<file path="src/irq_params.svh">
/*
  Constants for the cascaded interrupt controller pair: port addresses, command field
  positions, reset values.
  Assumes it is included by bare name into the design file and the checker.
*/
// Overview of operation
// - base write with bit 4 set always restarts initialization as word 1
// - three base+1 writes follow, taken as init words 2, 3, 4 in order
// - word 1 clears mask, lowest priority to line 7, special mask off, read request
// - later base writes: bits 4:3 00 is eoi/rotate word, 01 read-select word
// - init word 2 gives vector bits 7:3; low three bits written zero
// - word 4 bit 4 selects special fully nested mode, acted on by the master only; bit 0 written one
// - word 4 bit 1 selects automatic end of interrupt
// - a set mask bit keeps its line from setting the request bit
// - a read of base+1 returns the mask register directly
// - master line 2 mask also blocks all slave requests
// - masking a higher line leaves lower lines handled normally
// - eoi/rotate word bits 7:5 decode into eoi, rotate and priority commands
// - with select-level bit 6 set, bits 2:0 name the level acted on
// - after reset or init: fully nested, no rotation, no specific eoi
// - read-select bit 5 enables bit 6 to set or clear special mask mode
// - read-select bit 2 makes next read a poll acknowledge
// - bits 1:0 choose request or in-service reads; selection persists
// - master trigger register at 4D0h resets 00h; lines 0..2 stay edge
// - slave trigger register 4D1h programs lines 15,14,12..9; 13 and 8 edge
// - a level-mode line is active while its input stays high
`ifndef IRQ_PARAMS_SVH
`define IRQ_PARAMS_SVH
`define ADDR_MASTER_BASE   16'h0020
`define ADDR_MASTER_DATA   16'h0021
`define ADDR_SLAVE_BASE    16'h00A0
`define ADDR_SLAVE_DATA    16'h00A1
`define ADDR_MASTER_TRIG   16'h04D0
`define ADDR_SLAVE_TRIG    16'h04D1
`define BIT_INIT           4
`define BIT_SEL_LEVEL      6
`define SEL_EOI_ROTATE     2'h0
`define SEL_READ_SELECT    2'h1
`define CMD_CLR_AUTO_ROT   3'h0
`define CMD_NS_EOI         3'h1
`define CMD_NOP            3'h2
`define CMD_SP_EOI         3'h3
`define CMD_SET_AUTO_ROT   3'h4
`define CMD_ROT_NS_EOI     3'h5
`define CMD_SET_PRIO       3'h6
`define CMD_ROT_SP_EOI     3'h7
`define W4_SPECIAL_FULLY_NESTED_BIT        4
`define W4_AUTOMATIC_END_OF_INTERRUPT_BIT        1
`define RS_POLL_BIT        2
`define RS_SPECIAL_MASK_ENABLE_BIT        5
`define RS_SMM_BIT         6
`define RESET_MASK         8'h00
`define RESET_TRIG         8'h00
`define RESET_LOWEST       3'h7
`define MASTER_TRIG_OK     8'hF8
`define SLAVE_TRIG_OK      8'hDE
`define CASCADE_LINE       2
`define CASCADE_ID         3'h2
`endif

</file>
<file path="src/irq_pkg.sv">
/*
  Types for the cascaded interrupt controller.
  Assumes the params header is available for inclusion.
*/
package irq_pkg;
  // init sequence position, one-hot
  typedef enum logic [3:0] {
    ST_RUN = 4'h1,
    ST_W2  = 4'h2,
    ST_W3  = 4'h4,
    ST_W4  = 4'h8
  } init_state_t;
endpackage : irq_pkg

</file>
<file path="src/cascaded_irq_ctrl.sv">
/*
  Pair of cascaded legacy interrupt controllers reached by I/O reads and writes.
  Assumes one 25 MHz clock, single-cycle io strobes from logic on that clock and
  request pins that are asynchronous and pass a three-stage synchroniser.
*/
`timescale 1ns/1ns
`include "irq_params.svh"

module cascaded_irq_ctrl
  import irq_pkg::*;
#(
  parameter int LINES = 8
)(
  input  wire logic        CLOCK_IN,
  input  wire logic        RST_B_IN,
  input  wire logic [15:0] IO_ADDR_IN,
  input  wire logic [7:0]  IO_WDATA_IN,
  input  wire logic        IO_WR_IN,
  input  wire logic        IO_RD_IN,
  input  wire logic        INTA_IN,
  input  wire logic [15:0] IRQ_IN,
  output logic      [7:0]  IO_RDATA_OUT,
  output logic             IO_RVALID_OUT,
  output logic             CPU_IRQ_OUT,
  output logic      [7:0]  VECTOR_OUT
);

  // three-stage synchroniser; stage one feeds stage two only
  logic [15:0] s1_r, s2_r, s3_r;
  always_ff @(posedge CLOCK_IN or negedge RST_B_IN)
  begin
    if (!RST_B_IN)
    begin
      s1_r <= 16'h0000;
      s2_r <= 16'h0000;
      s3_r <= 16'h0000;
    end
    else
    begin
      s1_r <= IRQ_IN;
      s2_r <= s1_r;
      s3_r <= s2_r;
    end
  end

  // the settled level only changes once stages two and three agree
  logic [15:0] lvl_r;
  always_ff @(posedge CLOCK_IN or negedge RST_B_IN)
  begin
    if (!RST_B_IN)
      lvl_r <= 16'h0000;
    else
      lvl_r <= (s2_r & s3_r) | (lvl_r & (s2_r | s3_r));
  end

  logic [15:0] lvl_d_r;
  always_ff @(posedge CLOCK_IN or negedge RST_B_IN)
  begin
    if (!RST_B_IN)
      lvl_d_r <= 16'h0000;
    else
      lvl_d_r <= lvl_r;
  end

  // trigger-type registers; unprogrammable bits forced to zero
  logic [7:0] trig_m_r, trig_s_r;
  always_ff @(posedge CLOCK_IN or negedge RST_B_IN)
  begin
    if (!RST_B_IN)
    begin
      trig_m_r <= `RESET_TRIG;
      trig_s_r <= `RESET_TRIG;
    end
    else if (IO_WR_IN)
    begin
      if (IO_ADDR_IN == `ADDR_MASTER_TRIG)
        trig_m_r <= IO_WDATA_IN & `MASTER_TRIG_OK;
      if (IO_ADDR_IN == `ADDR_SLAVE_TRIG)
        trig_s_r <= IO_WDATA_IN & `SLAVE_TRIG_OK;
    end
  end

  wire logic [1:0]       inta_take;
  wire logic [1:0][2:0]  take_lvl;
  wire logic [1:0]       take_any;
  wire logic [1:0][7:0]  rd_val;
  wire logic [1:0][4:0]  vec_hi;
  wire logic [1:0]       poll_read;
  logic                  cpu_from_slave;
  logic                  slave_prev_r;

  // one generate entry per controller: 0 master, 1 slave
  for (genvar c = 0; c < 2; c++)
  begin : g_ctl
    localparam logic [15:0] BASE = (c == 0) ? `ADDR_MASTER_BASE : `ADDR_SLAVE_BASE;
    localparam logic [15:0] DATA = (c == 0) ? `ADDR_MASTER_DATA : `ADDR_SLAVE_DATA;
    init_state_t st_r;
    logic [7:0] mask_r, irr_r, isr_r;
    logic [4:0] vbase_r;
    logic [2:0] low_r;
    logic       special_fully_nested_r, automatic_end_of_interrupt_r, autorot_r, smm_r, rsel_r, poll_r;
    logic       wr_base, wr_data, init_w;
    logic [7:0] req, edge_hit, lvl_on, trig, in_lvl, in_prev, eoi_clr, rd_loc;
    logic [2:0] hi_lvl, srv_lvl, cmd_lvl;
    logic       hi_any, srv_any;

    assign wr_base = IO_WR_IN && (IO_ADDR_IN == BASE);
    assign wr_data = IO_WR_IN && (IO_ADDR_IN == DATA);
    assign init_w  = wr_base && IO_WDATA_IN[`BIT_INIT];
    assign trig    = (c == 0) ? trig_m_r : trig_s_r;
    assign in_lvl  = (c == 0) ? lvl_r[7:0] : lvl_r[15:8];
    assign in_prev = (c == 0) ? lvl_d_r[7:0] : lvl_d_r[15:8];
    assign cmd_lvl = IO_WDATA_IN[`BIT_SEL_LEVEL] ? IO_WDATA_IN[2:0] : srv_lvl;

    // master line 2 carries the slave output, not its pin
    always_comb
    begin
      lvl_on = in_lvl;
      if (c == 0)
        lvl_on[`CASCADE_LINE] = cpu_from_slave;
    end

    assign edge_hit = lvl_on & ~((c == 0) ? {in_prev[7:3], slave_prev_r, in_prev[1:0]} : in_prev);

    assign req = irr_r & ~mask_r;

    // highest-priority in-service level, the target of a non-specific end of interrupt
    always_comb
    begin
      srv_any = 1'b0;
      srv_lvl = 3'h0;
      for (int k = 0; k < 8; k++)
      begin
        logic [2:0] p;
        p = 3'(low_r + 3'(k) + 3'h1);
        if (!srv_any && isr_r[p])
        begin
          srv_any = 1'b1;
          srv_lvl = p;
        end
      end
    end

    // line after lowest wins; line 0 first by default
    always_comb
    begin
      hi_any = 1'b0;
      hi_lvl = 3'h0;
      for (int k = 0; k < 8; k++)
      begin
        logic [2:0] p;
        p = 3'(low_r + 3'(k) + 3'h1);
        if (!hi_any && req[p] && !(isr_r[p] && !(special_fully_nested_r && c == 0) && !smm_r))
        begin
          hi_any = 1'b1;
          hi_lvl = p;
        end
        // in special mask mode an in-service line blocks neither itself nor lower lines
        if (!smm_r && isr_r[p] && !(special_fully_nested_r && c == 0))
          break;
        if (!smm_r && isr_r[p] && (special_fully_nested_r && c == 0) && !hi_any)
          break;
      end
    end

    assign take_lvl[c]  = hi_lvl;
    assign take_any[c]  = hi_any;
    assign vec_hi[c]    = vbase_r;
    assign poll_read[c] = poll_r && IO_RD_IN && (IO_ADDR_IN == BASE);

    // init sequence and mode bits
    always_ff @(posedge CLOCK_IN or negedge RST_B_IN)
    begin
      if (!RST_B_IN)
      begin
        st_r      <= ST_RUN;
        mask_r    <= `RESET_MASK;
        vbase_r   <= 5'h00;
        special_fully_nested_r    <= 1'b0;
        automatic_end_of_interrupt_r    <= 1'b0;
        autorot_r <= 1'b0;
        low_r     <= `RESET_LOWEST;
        smm_r     <= 1'b0;
        rsel_r    <= 1'b0;
        poll_r    <= 1'b0;
      end
      else if (init_w)
      begin
        st_r      <= ST_W2;
        mask_r    <= `RESET_MASK;
        low_r     <= `RESET_LOWEST;
        smm_r     <= 1'b0;
        rsel_r    <= 1'b0;
        autorot_r <= 1'b0;
        poll_r    <= 1'b0;
      end
      else
      begin
        if (poll_read[c])
          poll_r <= 1'b0;
        case (st_r)
          ST_W2:
            if (wr_data)
            begin
              vbase_r <= IO_WDATA_IN[7:3];
              st_r    <= ST_W3;
            end
          // cascade wiring is fixed; word 3 only advances the sequence
          ST_W3:
            if (wr_data)
              st_r <= ST_W4;
          ST_W4:
            if (wr_data)
            begin
              special_fully_nested_r <= IO_WDATA_IN[`W4_SPECIAL_FULLY_NESTED_BIT];
              automatic_end_of_interrupt_r <= IO_WDATA_IN[`W4_AUTOMATIC_END_OF_INTERRUPT_BIT];
              st_r   <= ST_RUN;
            end
          ST_RUN:
          begin
            if (wr_data)
              mask_r <= IO_WDATA_IN;
            if (wr_base && IO_WDATA_IN[4:3] == `SEL_EOI_ROTATE)
            begin
              case (IO_WDATA_IN[7:5])
                `CMD_SET_AUTO_ROT: autorot_r <= 1'b1;
                `CMD_CLR_AUTO_ROT: autorot_r <= 1'b0;
                `CMD_ROT_NS_EOI:   if (srv_any) low_r <= srv_lvl;
                `CMD_ROT_SP_EOI:   low_r <= cmd_lvl;
                `CMD_SET_PRIO:     low_r <= cmd_lvl;
                default:           low_r <= low_r;
              endcase
            end
            if (wr_base && IO_WDATA_IN[4:3] == `SEL_READ_SELECT)
            begin
              if (IO_WDATA_IN[`RS_SPECIAL_MASK_ENABLE_BIT])
                smm_r <= IO_WDATA_IN[`RS_SMM_BIT];
              if (IO_WDATA_IN[1])
                rsel_r <= IO_WDATA_IN[0];
              poll_r <= IO_WDATA_IN[`RS_POLL_BIT];
            end
            if (inta_take[c] && automatic_end_of_interrupt_r && autorot_r)
              low_r <= hi_lvl;
          end
          default:
            st_r <= ST_RUN;
        endcase
      end
    end

    // masked lines never latch; a new set wins over the acknowledge clear
    always_ff @(posedge CLOCK_IN or negedge RST_B_IN)
    begin
      if (!RST_B_IN)
        irr_r <= 8'h00;
      else
        irr_r <= ((irr_r & ~((inta_take[c] ? (8'h01 << hi_lvl) : 8'h00))) & ~(trig & ~lvl_on))
                 | (((edge_hit & ~trig) | (lvl_on & trig)) & ~mask_r);
    end

    // end-of-interrupt clear pattern, decoded apart so the flops below stay non-blocking
    always_comb
    begin
      eoi_clr = 8'h00;
      if (wr_base && IO_WDATA_IN[4:3] == `SEL_EOI_ROTATE && st_r == ST_RUN)
      begin
        if (IO_WDATA_IN[7:5] == `CMD_NS_EOI || IO_WDATA_IN[7:5] == `CMD_ROT_NS_EOI)
          eoi_clr = srv_any ? (8'h01 << srv_lvl) : 8'h00;
        if (IO_WDATA_IN[7:5] == `CMD_SP_EOI || IO_WDATA_IN[7:5] == `CMD_ROT_SP_EOI)
          eoi_clr = 8'h01 << IO_WDATA_IN[2:0];
      end
    end
    // in-service register: set on acknowledge unless automatic end of interrupt is on, cleared by end of interrupt
    always_ff @(posedge CLOCK_IN or negedge RST_B_IN)
    begin
      if (!RST_B_IN)
        isr_r <= 8'h00;
      else if (init_w)
        isr_r <= 8'h00;
      else
        isr_r <= (isr_r & ~eoi_clr) | ((inta_take[c] && !automatic_end_of_interrupt_r) ? (8'h01 << hi_lvl) : 8'h00);
    end

    // read mux: mask at base+1, status or poll word at base
    always_comb
    begin
      if (IO_ADDR_IN == DATA)
        rd_loc = mask_r;
      else if (poll_r)
        rd_loc = {hi_any, 4'h0, hi_lvl};
      else
        rd_loc = rsel_r ? isr_r : irr_r;
    end
    assign rd_val[c] = rd_loc;
  end

  // slave output onto master line 2, edge-detected on its own history
  // master mask 2 blocks slave
  assign cpu_from_slave = take_any[1];
  always_ff @(posedge CLOCK_IN or negedge RST_B_IN)
  begin
    if (!RST_B_IN)
      slave_prev_r <= 1'b0;
    else
      slave_prev_r <= cpu_from_slave;
  end

  // acknowledge goes to the master; the slave answers when master picks line 2
  logic m_casc;
  assign m_casc       = take_lvl[0] == `CASCADE_LINE;
  assign inta_take[0] = (INTA_IN || poll_read[0]) && take_any[0];
  assign inta_take[1] = ((INTA_IN && take_any[0] && m_casc) || poll_read[1]) && take_any[1];

  // registered outputs; a read returns one cycle later with a valid pulse
  always_ff @(posedge CLOCK_IN or negedge RST_B_IN)
  begin
    if (!RST_B_IN)
    begin
      IO_RDATA_OUT  <= 8'h00;
      IO_RVALID_OUT <= 1'b0;
      CPU_IRQ_OUT   <= 1'b0;
      VECTOR_OUT    <= 8'h00;
    end
    else
    begin
      IO_RVALID_OUT <= IO_RD_IN | INTA_IN;
      CPU_IRQ_OUT   <= take_any[0];
      if (IO_RD_IN)
      begin
        if (IO_ADDR_IN == `ADDR_MASTER_TRIG)
          IO_RDATA_OUT <= trig_m_r;
        else if (IO_ADDR_IN == `ADDR_SLAVE_TRIG)
          IO_RDATA_OUT <= trig_s_r;
        else if (IO_ADDR_IN[7:4] == 4'hA)
          IO_RDATA_OUT <= rd_val[1];
        else
          IO_RDATA_OUT <= rd_val[0];
      end
      if (INTA_IN)
        VECTOR_OUT <= m_casc ? {vec_hi[1], take_lvl[1]} : {vec_hi[0], take_lvl[0]};
    end
  end

endmodule : cascaded_irq_ctrl

</file>
<file path="config.mk">
export PLATFORM = sky130hd
export DESIGN_NAME = cascaded_irq_ctrl
export DESIGN_NICKNAME = d
export VERILOG_FILES = /design/src/irq_pkg.sv /design/src/cascaded_irq_ctrl.sv
export VERILOG_INCLUDE_DIRS = /design/src
export SDC_FILE = /design/constraint.sdc
export NUM_CORES = 1
export LEC_CHECK = 0
export BUFFER_PORTS_ARGS = -buffer_cell sky130_fd_sc_hd__buf_2
export CAP_MARGIN = 25
export CORE_ASPECT_RATIO = 0.8
export CORE_UTILIZATION = 68
export DETAILED_ROUTE_END_ITERATION = 7
export HOLD_SLACK_MARGIN = 0.05
export PLACE_DENSITY = 0.87
export SYNTH_ARGS = -nofsm -noshare
export SYNTH_HDL_FRONTEND = slang
export SYNTH_SLANG_ARGS = --single-unit
</file>
<file path="constraint.sdc">
create_clock -name CLOCK_IN -period 9.9 [get_ports CLOCK_IN]
set_input_delay 0.99 -clock CLOCK_IN [delete_from_list [all_inputs] [get_ports CLOCK_IN]]
set_output_delay 0.99 -clock CLOCK_IN [all_outputs]
set_load 0.03 [all_outputs]
</file>
### Word level (Yosys, flattened, before mapping)

Index checks and enable logic that the tools add are counted.

* flip-flop bits (word level): 193
* bits of input ports: 45
* output and inout port bits: 18
* logic and storage cells: 759

* add/subtract/negate cells: 28
* magnitude comparators: 16
* equal/unequal tests: 33
* shift-type cells: 5
* multiplexer cells: 383
* bitwise logic cells: 45
* reductions and logical operators: 214

Operator list (number)
* 2-to-1 mux 8 bit: 30
* 2-to-1 mux 1 bit: 239
* 2-to-1 mux 3 bit: 69
* bitwise AND 8 bit: 18
* logical AND 1 bit: 122
* inverter 8 bit: 14
* binary-select mux 1 bit (select 3 bit): 32
* less-than comparator 3 x 4 -> 1 bit, second input constant: 16
* zero test 1 bit: 49
* adder 3 x 1 -> 3 bit, second input constant: 16
* bitwise OR 8 bit: 6
* << shifter 1 x 3 -> 8 bit, first input constant: 5
* bitwise AND 16 bit: 2
* == test 16 x 11 -> 1 bit, second input constant: 2
* == test 16 x 6 -> 1 bit, second input constant: 2
* == test 16 x 8 -> 1 bit, second input constant: 2
* 2-to-1 mux 4 bit: 8
* bitwise OR 16 bit: 2
* case mux 4 bit (4 select lines): 2
* AND reduction 3 bit: 10
* adder 3 bit, second input constant: 8
* nonzero test 2 bit: 12
* inequality test 3 bit, second input constant: 6
* AND reduction 4 bit: 4
* other kinds (22): 48

### Depth between registers and ports, before layout

* depth after elaboration: 94
* gate-level depth with buffers: 19
* mapped depth without buffers: 13

### Least setup slack after synthesis

Ideal clock, no wire load.

* kind: flip-flop to flip-flop
* start: register g_ctl[0].low_r[1]
* end: register g_ctl[1].irr_r[4]
* library setup time: 0.120 ns
* arrival: 4.434 ns
* required time: 9.780 ns
* path slack: 5.346 ns
* cell stages (with the launch flop): 17
* buffers on the path: 3
* period minus slack after synthesis: 4.554 ns
* cells stage by stage: dfstp_2 > buf_2 > clkinv_1 > ha_1 > buf_6 > mux4_2 > mux2_2 > nand2_1 > a21oi_1 > and3_1 > or3_1 > o221ai_2 > a32oi_2 > o41ai_4 > buf_6 > a31oi_1 > a31o_1

* longest elaborated chain between the ends: 79
* elaborated cells between the ends (all ways): 249
* those cells by class: add/sub: 14; eq/ne: 1; mux: 152; bitwise: 4; reduce/logical: 78

RTL lines
* start: declaration: line cascaded_irq_ctrl.sv:100 `logic [2:0] low_r;`
* start signal: assignment: line cascaded_irq_ctrl.sv:182 `` low_r <= `RESET_LOWEST; ``
* start signal: assignment: line cascaded_irq_ctrl.sv:191 `` low_r <= `RESET_LOWEST; ``
* start signal: assignment: line cascaded_irq_ctrl.sv:228 `` `CMD_ROT_NS_EOI: if (srv_any) low_r <= srv_lvl; ``
* branches (longest 71 deep; another with adder 3 x 1 -> 3 bit)
* logical AND 1 bit (*): line cascaded_irq_ctrl.sv:312 `assign inta_take[1] = ((INTA_IN && take_any[0] && m_casc) || poll_read[1]) && take_any[1];`
* logical OR 1 bit (*): line cascaded_irq_ctrl.sv:312
* logical AND 1 bit (*): line cascaded_irq_ctrl.sv:312
* 2-to-1 mux 8 bit (*): line cascaded_irq_ctrl.sv:257 `irr_r <= ((irr_r & ~((inta_take[c] ? (8'h01 << hi_lvl) : 8'h00))) & ~(trig & ~lvl_on))`
* inverter 8 bit (*): line cascaded_irq_ctrl.sv:257
* bitwise AND 8 bit (*) (2 in series): line cascaded_irq_ctrl.sv:257
* bitwise OR 8 bit (*): line cascaded_irq_ctrl.sv:258 `| (((edge_hit & ~trig) | (lvl_on & trig)) & ~mask_r);`
* end signal: assignment: line cascaded_irq_ctrl.sv:257
* end: declaration: line cascaded_irq_ctrl.sv:98 `logic [7:0] mask_r, irr_r, isr_r;`

Mark *: on every way between the ends. The select of a mux whose other input is x is not followed.
A chain may end at the register's enable or synchronous reset.

### Final worst setup path

* start: register g_ctl[0].low_r[0]
* end: register g_ctl[1].irr_r[7]

The elaborated chain is that of the path after synthesis.

==> flow_summary.json <==
{
  "status": "finished clean",
  "hold_class": "register to register",
  "cp.required_ns": 10.23,
  "grt_max_degree": 103,
  "dr_total_vias": 11800,
  "min-delay-start": "s1_r[14]",
  "num_rows": 44,
  "start_util": 0.694,
  "yosysSeqAreaShare": 0.374,
  "core-area_mm2": 0.0182,
  "worstMarginPinSlew_ns": 1.12,
  "clock_sinks": 188,
  "fmax_mhz": 139,
  "drt_wl_total_mm": 39.1,
  "max_cap_violations": 0,
  "drt_iter0_drc": 1716,
  "fin_crit_ns": 7.17,
  "insertion_delay_ns": 0.45,
  "dieHeight_um": 124,
  "critical_path_arrival_ns": 7.51,
  "criticalPathCategory": "register to register",
  "syn_nets": 1381,
  "die_w_um": 154,
  "grt-ovfl-total": 0,
  "finClkSkew_ns": 0.0149,
  "clkSlewWorstSetupHoldPaths_ns": 0.08,
  "grtUsageTotal": 0.416,
  "slew_headroom": 0.248,
  "r2r-start": "g_ctl[0].low_r[0]",
  "slowest_delay_ns": 0.99,
  "hold_violations": 0,
  "wl_per_cell_um": 24.6,
  "synth_top_flop_cell": "dfrtp_1",
  "synth.distinct_cells": 97,
  "final_max_slew_viol_count": 0,
  "avgViaCountPerCell": 7.41,
  "syn_avg_cell_area_um2": 9.48,
  "setup_ws_ns": 2.73,
  "final_net_count": 1399,
  "rsz0062_at_grt": "false",
  "postCtsSetupRepairBufs": 0,
  "dp_hpwl_mm": 27.3,
  "drtAntennaViolNets": 0,
  "ys_ff_latch": 188,
  "end_kind": "register",
  "finalSetupTns_ns": 0,
  "synthCells": 1330,
  "ff2ff_path_depth": 16,
  "ctsResizeCount": 0,
  "cts_tree": "yes",
  "p_leak_uw": 0.00556,
  "drtPass1Iterations": 7,
  "setup_violations": 0,
  "crit_chain": "buf_4 -> inv_1 -> ha_1 -> buf_4 -> mux4_2 -> mux2i_2 -> a2bb2oi_2 -> a221oi_4 -> nand3_1 -> o2111ai_1 -> o211ai_1 -> a221oi_4 -> buf_4 -> o41ai_4 -> a31oi_1 -> a31o_1",
  "power.density_mw_per_mm2": 167,
  "antenna_cells": 0,
  "io_pins": 63,
  "start_kind": "register",
  "h-tree-depth": 4,
  "synth_warnings": 0,
  "cts_buffers": 17,
  "crit_top_cell": "buf_4",
  "layout-drive-gt1-share": 0.174,
  "period_share": 0.725,
  "crit_cells": 16,
  "grt_pass1_wl_mm": 59.8,
  "root_buffer": "clkbuf_16",
  "dp_slack_ns": 2.95,
  "port_buffers": 61,
  "synth-edff-count": 0,
  "drc": 0,
  "antenna_found_initial": 0,
  "place_congestion": 1.00,
  "ctsHoldBuffers": 0,
  "cts_buffer_depth": 2,
  "ir_worst_vdd_uv": 135,
  "async_flop_share": 1.00,
  "rr_endpoint": "g_ctl[1].irr_r[7]",
  "crit_family": "compound AO/OA/AOI/OAI gates",
  "r2r_setup_slack_ns": 2.73,
  "crit_fanout": 59,
  "die-area_mm2": 0.0191,
  "crit_path_start": "g_ctl[0].low_r[0]",
  "crit_end": "g_ctl[1].irr_r[7]",
  "synth.cell_area_mm2": 0.0126,
  "grt_pass1_vias": 10700,
  "cp_slowest_cell": "ha_1",
  "area_growth_pct": 7.64,
  "cp_num_buf_inv": 4
}
[synthesized netlist by cell type (12+ instances only)]
cell type  number  area, um2
maj3_1         15        150
nor2_1         90        338
and2_1         17        106
nor3_1         40        200
nand3b_1       15        113
nand2b_1       23        144
a21oi_1       106        531
inv_1          38        143
clkbuf_1       49        184
o211ai_1       17        128
a31oi_1        17        106
nand2_1       144        541
nor4_1         12       75.1
mux4_2         38        856
o21ai_0        82        410
mux2i_1        45        450
a211oi_1       25        188
o21a_1         12       90.1
buf_2          14       70.1
dfrtp_1       180       4500
nand3_1        31        155
mux2_2         36        405
[power breakdown]
group / switching, uW / internal [uW]
clock network: 347 / 336
registers: 74.5 / 816
logic: 437 / 260
total: 858 / 1410
[flip-flops by register name (all words and copies together), names as in the netlist, 6 cells and up]
name / flops
g_ctl.irr_r: 16
g_ctl.isr_r: 16
g_ctl.mask_r: 16
lvl_d_r: 15
lvl_r: 15
s1_r: 15
s2_r: 15
s3_r: 15
g_ctl.trig: 11
g_ctl.vbase_r: 10
IO_RDATA_OUT: 8
VECTOR_OUT: 8
g_ctl.st_r: 8
g_ctl.low_r: 6
[cells in the final DEF (no fill, tap or decap), types with 23 or more instances in the layout]
cell and n:
mux4_2 38, a21oi_1 106, nand3_1 31, nor2_1 90, mux2_2 36, dfrtp_1 180
a211oi_1 24, nor3_1 40, nand2_1 144, buf_2 62, nand2b_1 23, inv_1 38
mux2i_1 45, o21ai_0 82
[layout make-up]
type                            count  area (um2)
Multi-Input combinational cell   1021        7380
Clock inverter                     14         149
Clock buffer                       17         425
Inverter                           42         158
Sequential cell                   188        4710
Timing Repair Buffer               78         460
Fill cell                        1219        4590
Tap cell                          230         288
[how the worst min path moves through the flow]
stage	to	cells after the start
2_1_floorplan	s2_r[0]	0
4_1_cts	s2_r[6]	0
3_3_place_gp	s2_r[13]	0
3_5_place_dp	s2_r[6]	0
6_report	s2_r[14]	0
5_1_grt	s2_r[10]	0
[kinds of logic (layout without fill, tap and decap cells)]
family          Yosys count  in the layout  share of synthesized area
xor+xnor                 12             12                     0.0150
fa+ha+maj                21             21                     0.0179
simple gates            469            469                      0.192
mux                     124            124                      0.143
compound gates          395            395                      0.216
buf+inv                 121            151                     0.0419
flops                   188            188                      0.374
[per-layer routing]
layer  track usage  vias up  wire length, um
li1              -     5060                -
met2         0.597      968            16600
met5             0        -                0
met3         0.140      136             5800
met1         0.589     5622            15500
met4         0.153        0             1250
[metrics by stage]
step | area [um2] | hold WS (ns) | instances | power (uW) | utilization
2_1_floorplan | 12600 | 0.331 | 1330 | 1360 | -
4_1_cts | 13500 | 0.354 | 1586 | 2230 | 0.745
6_report | 13600 | 0.352 | 1590 | 2270 | 0.747
3_5_place_dp | 13000 | 0.335 | 1555 | 1570 | 0.713
3_3_place_gp | 13000 | 0.332 | 1555 | 1550 | 0.713
5_1_grt | 13600 | 0.360 | 1590 | 2340 | 0.747
Note: power is estimated with default switching activity, not from simulation.
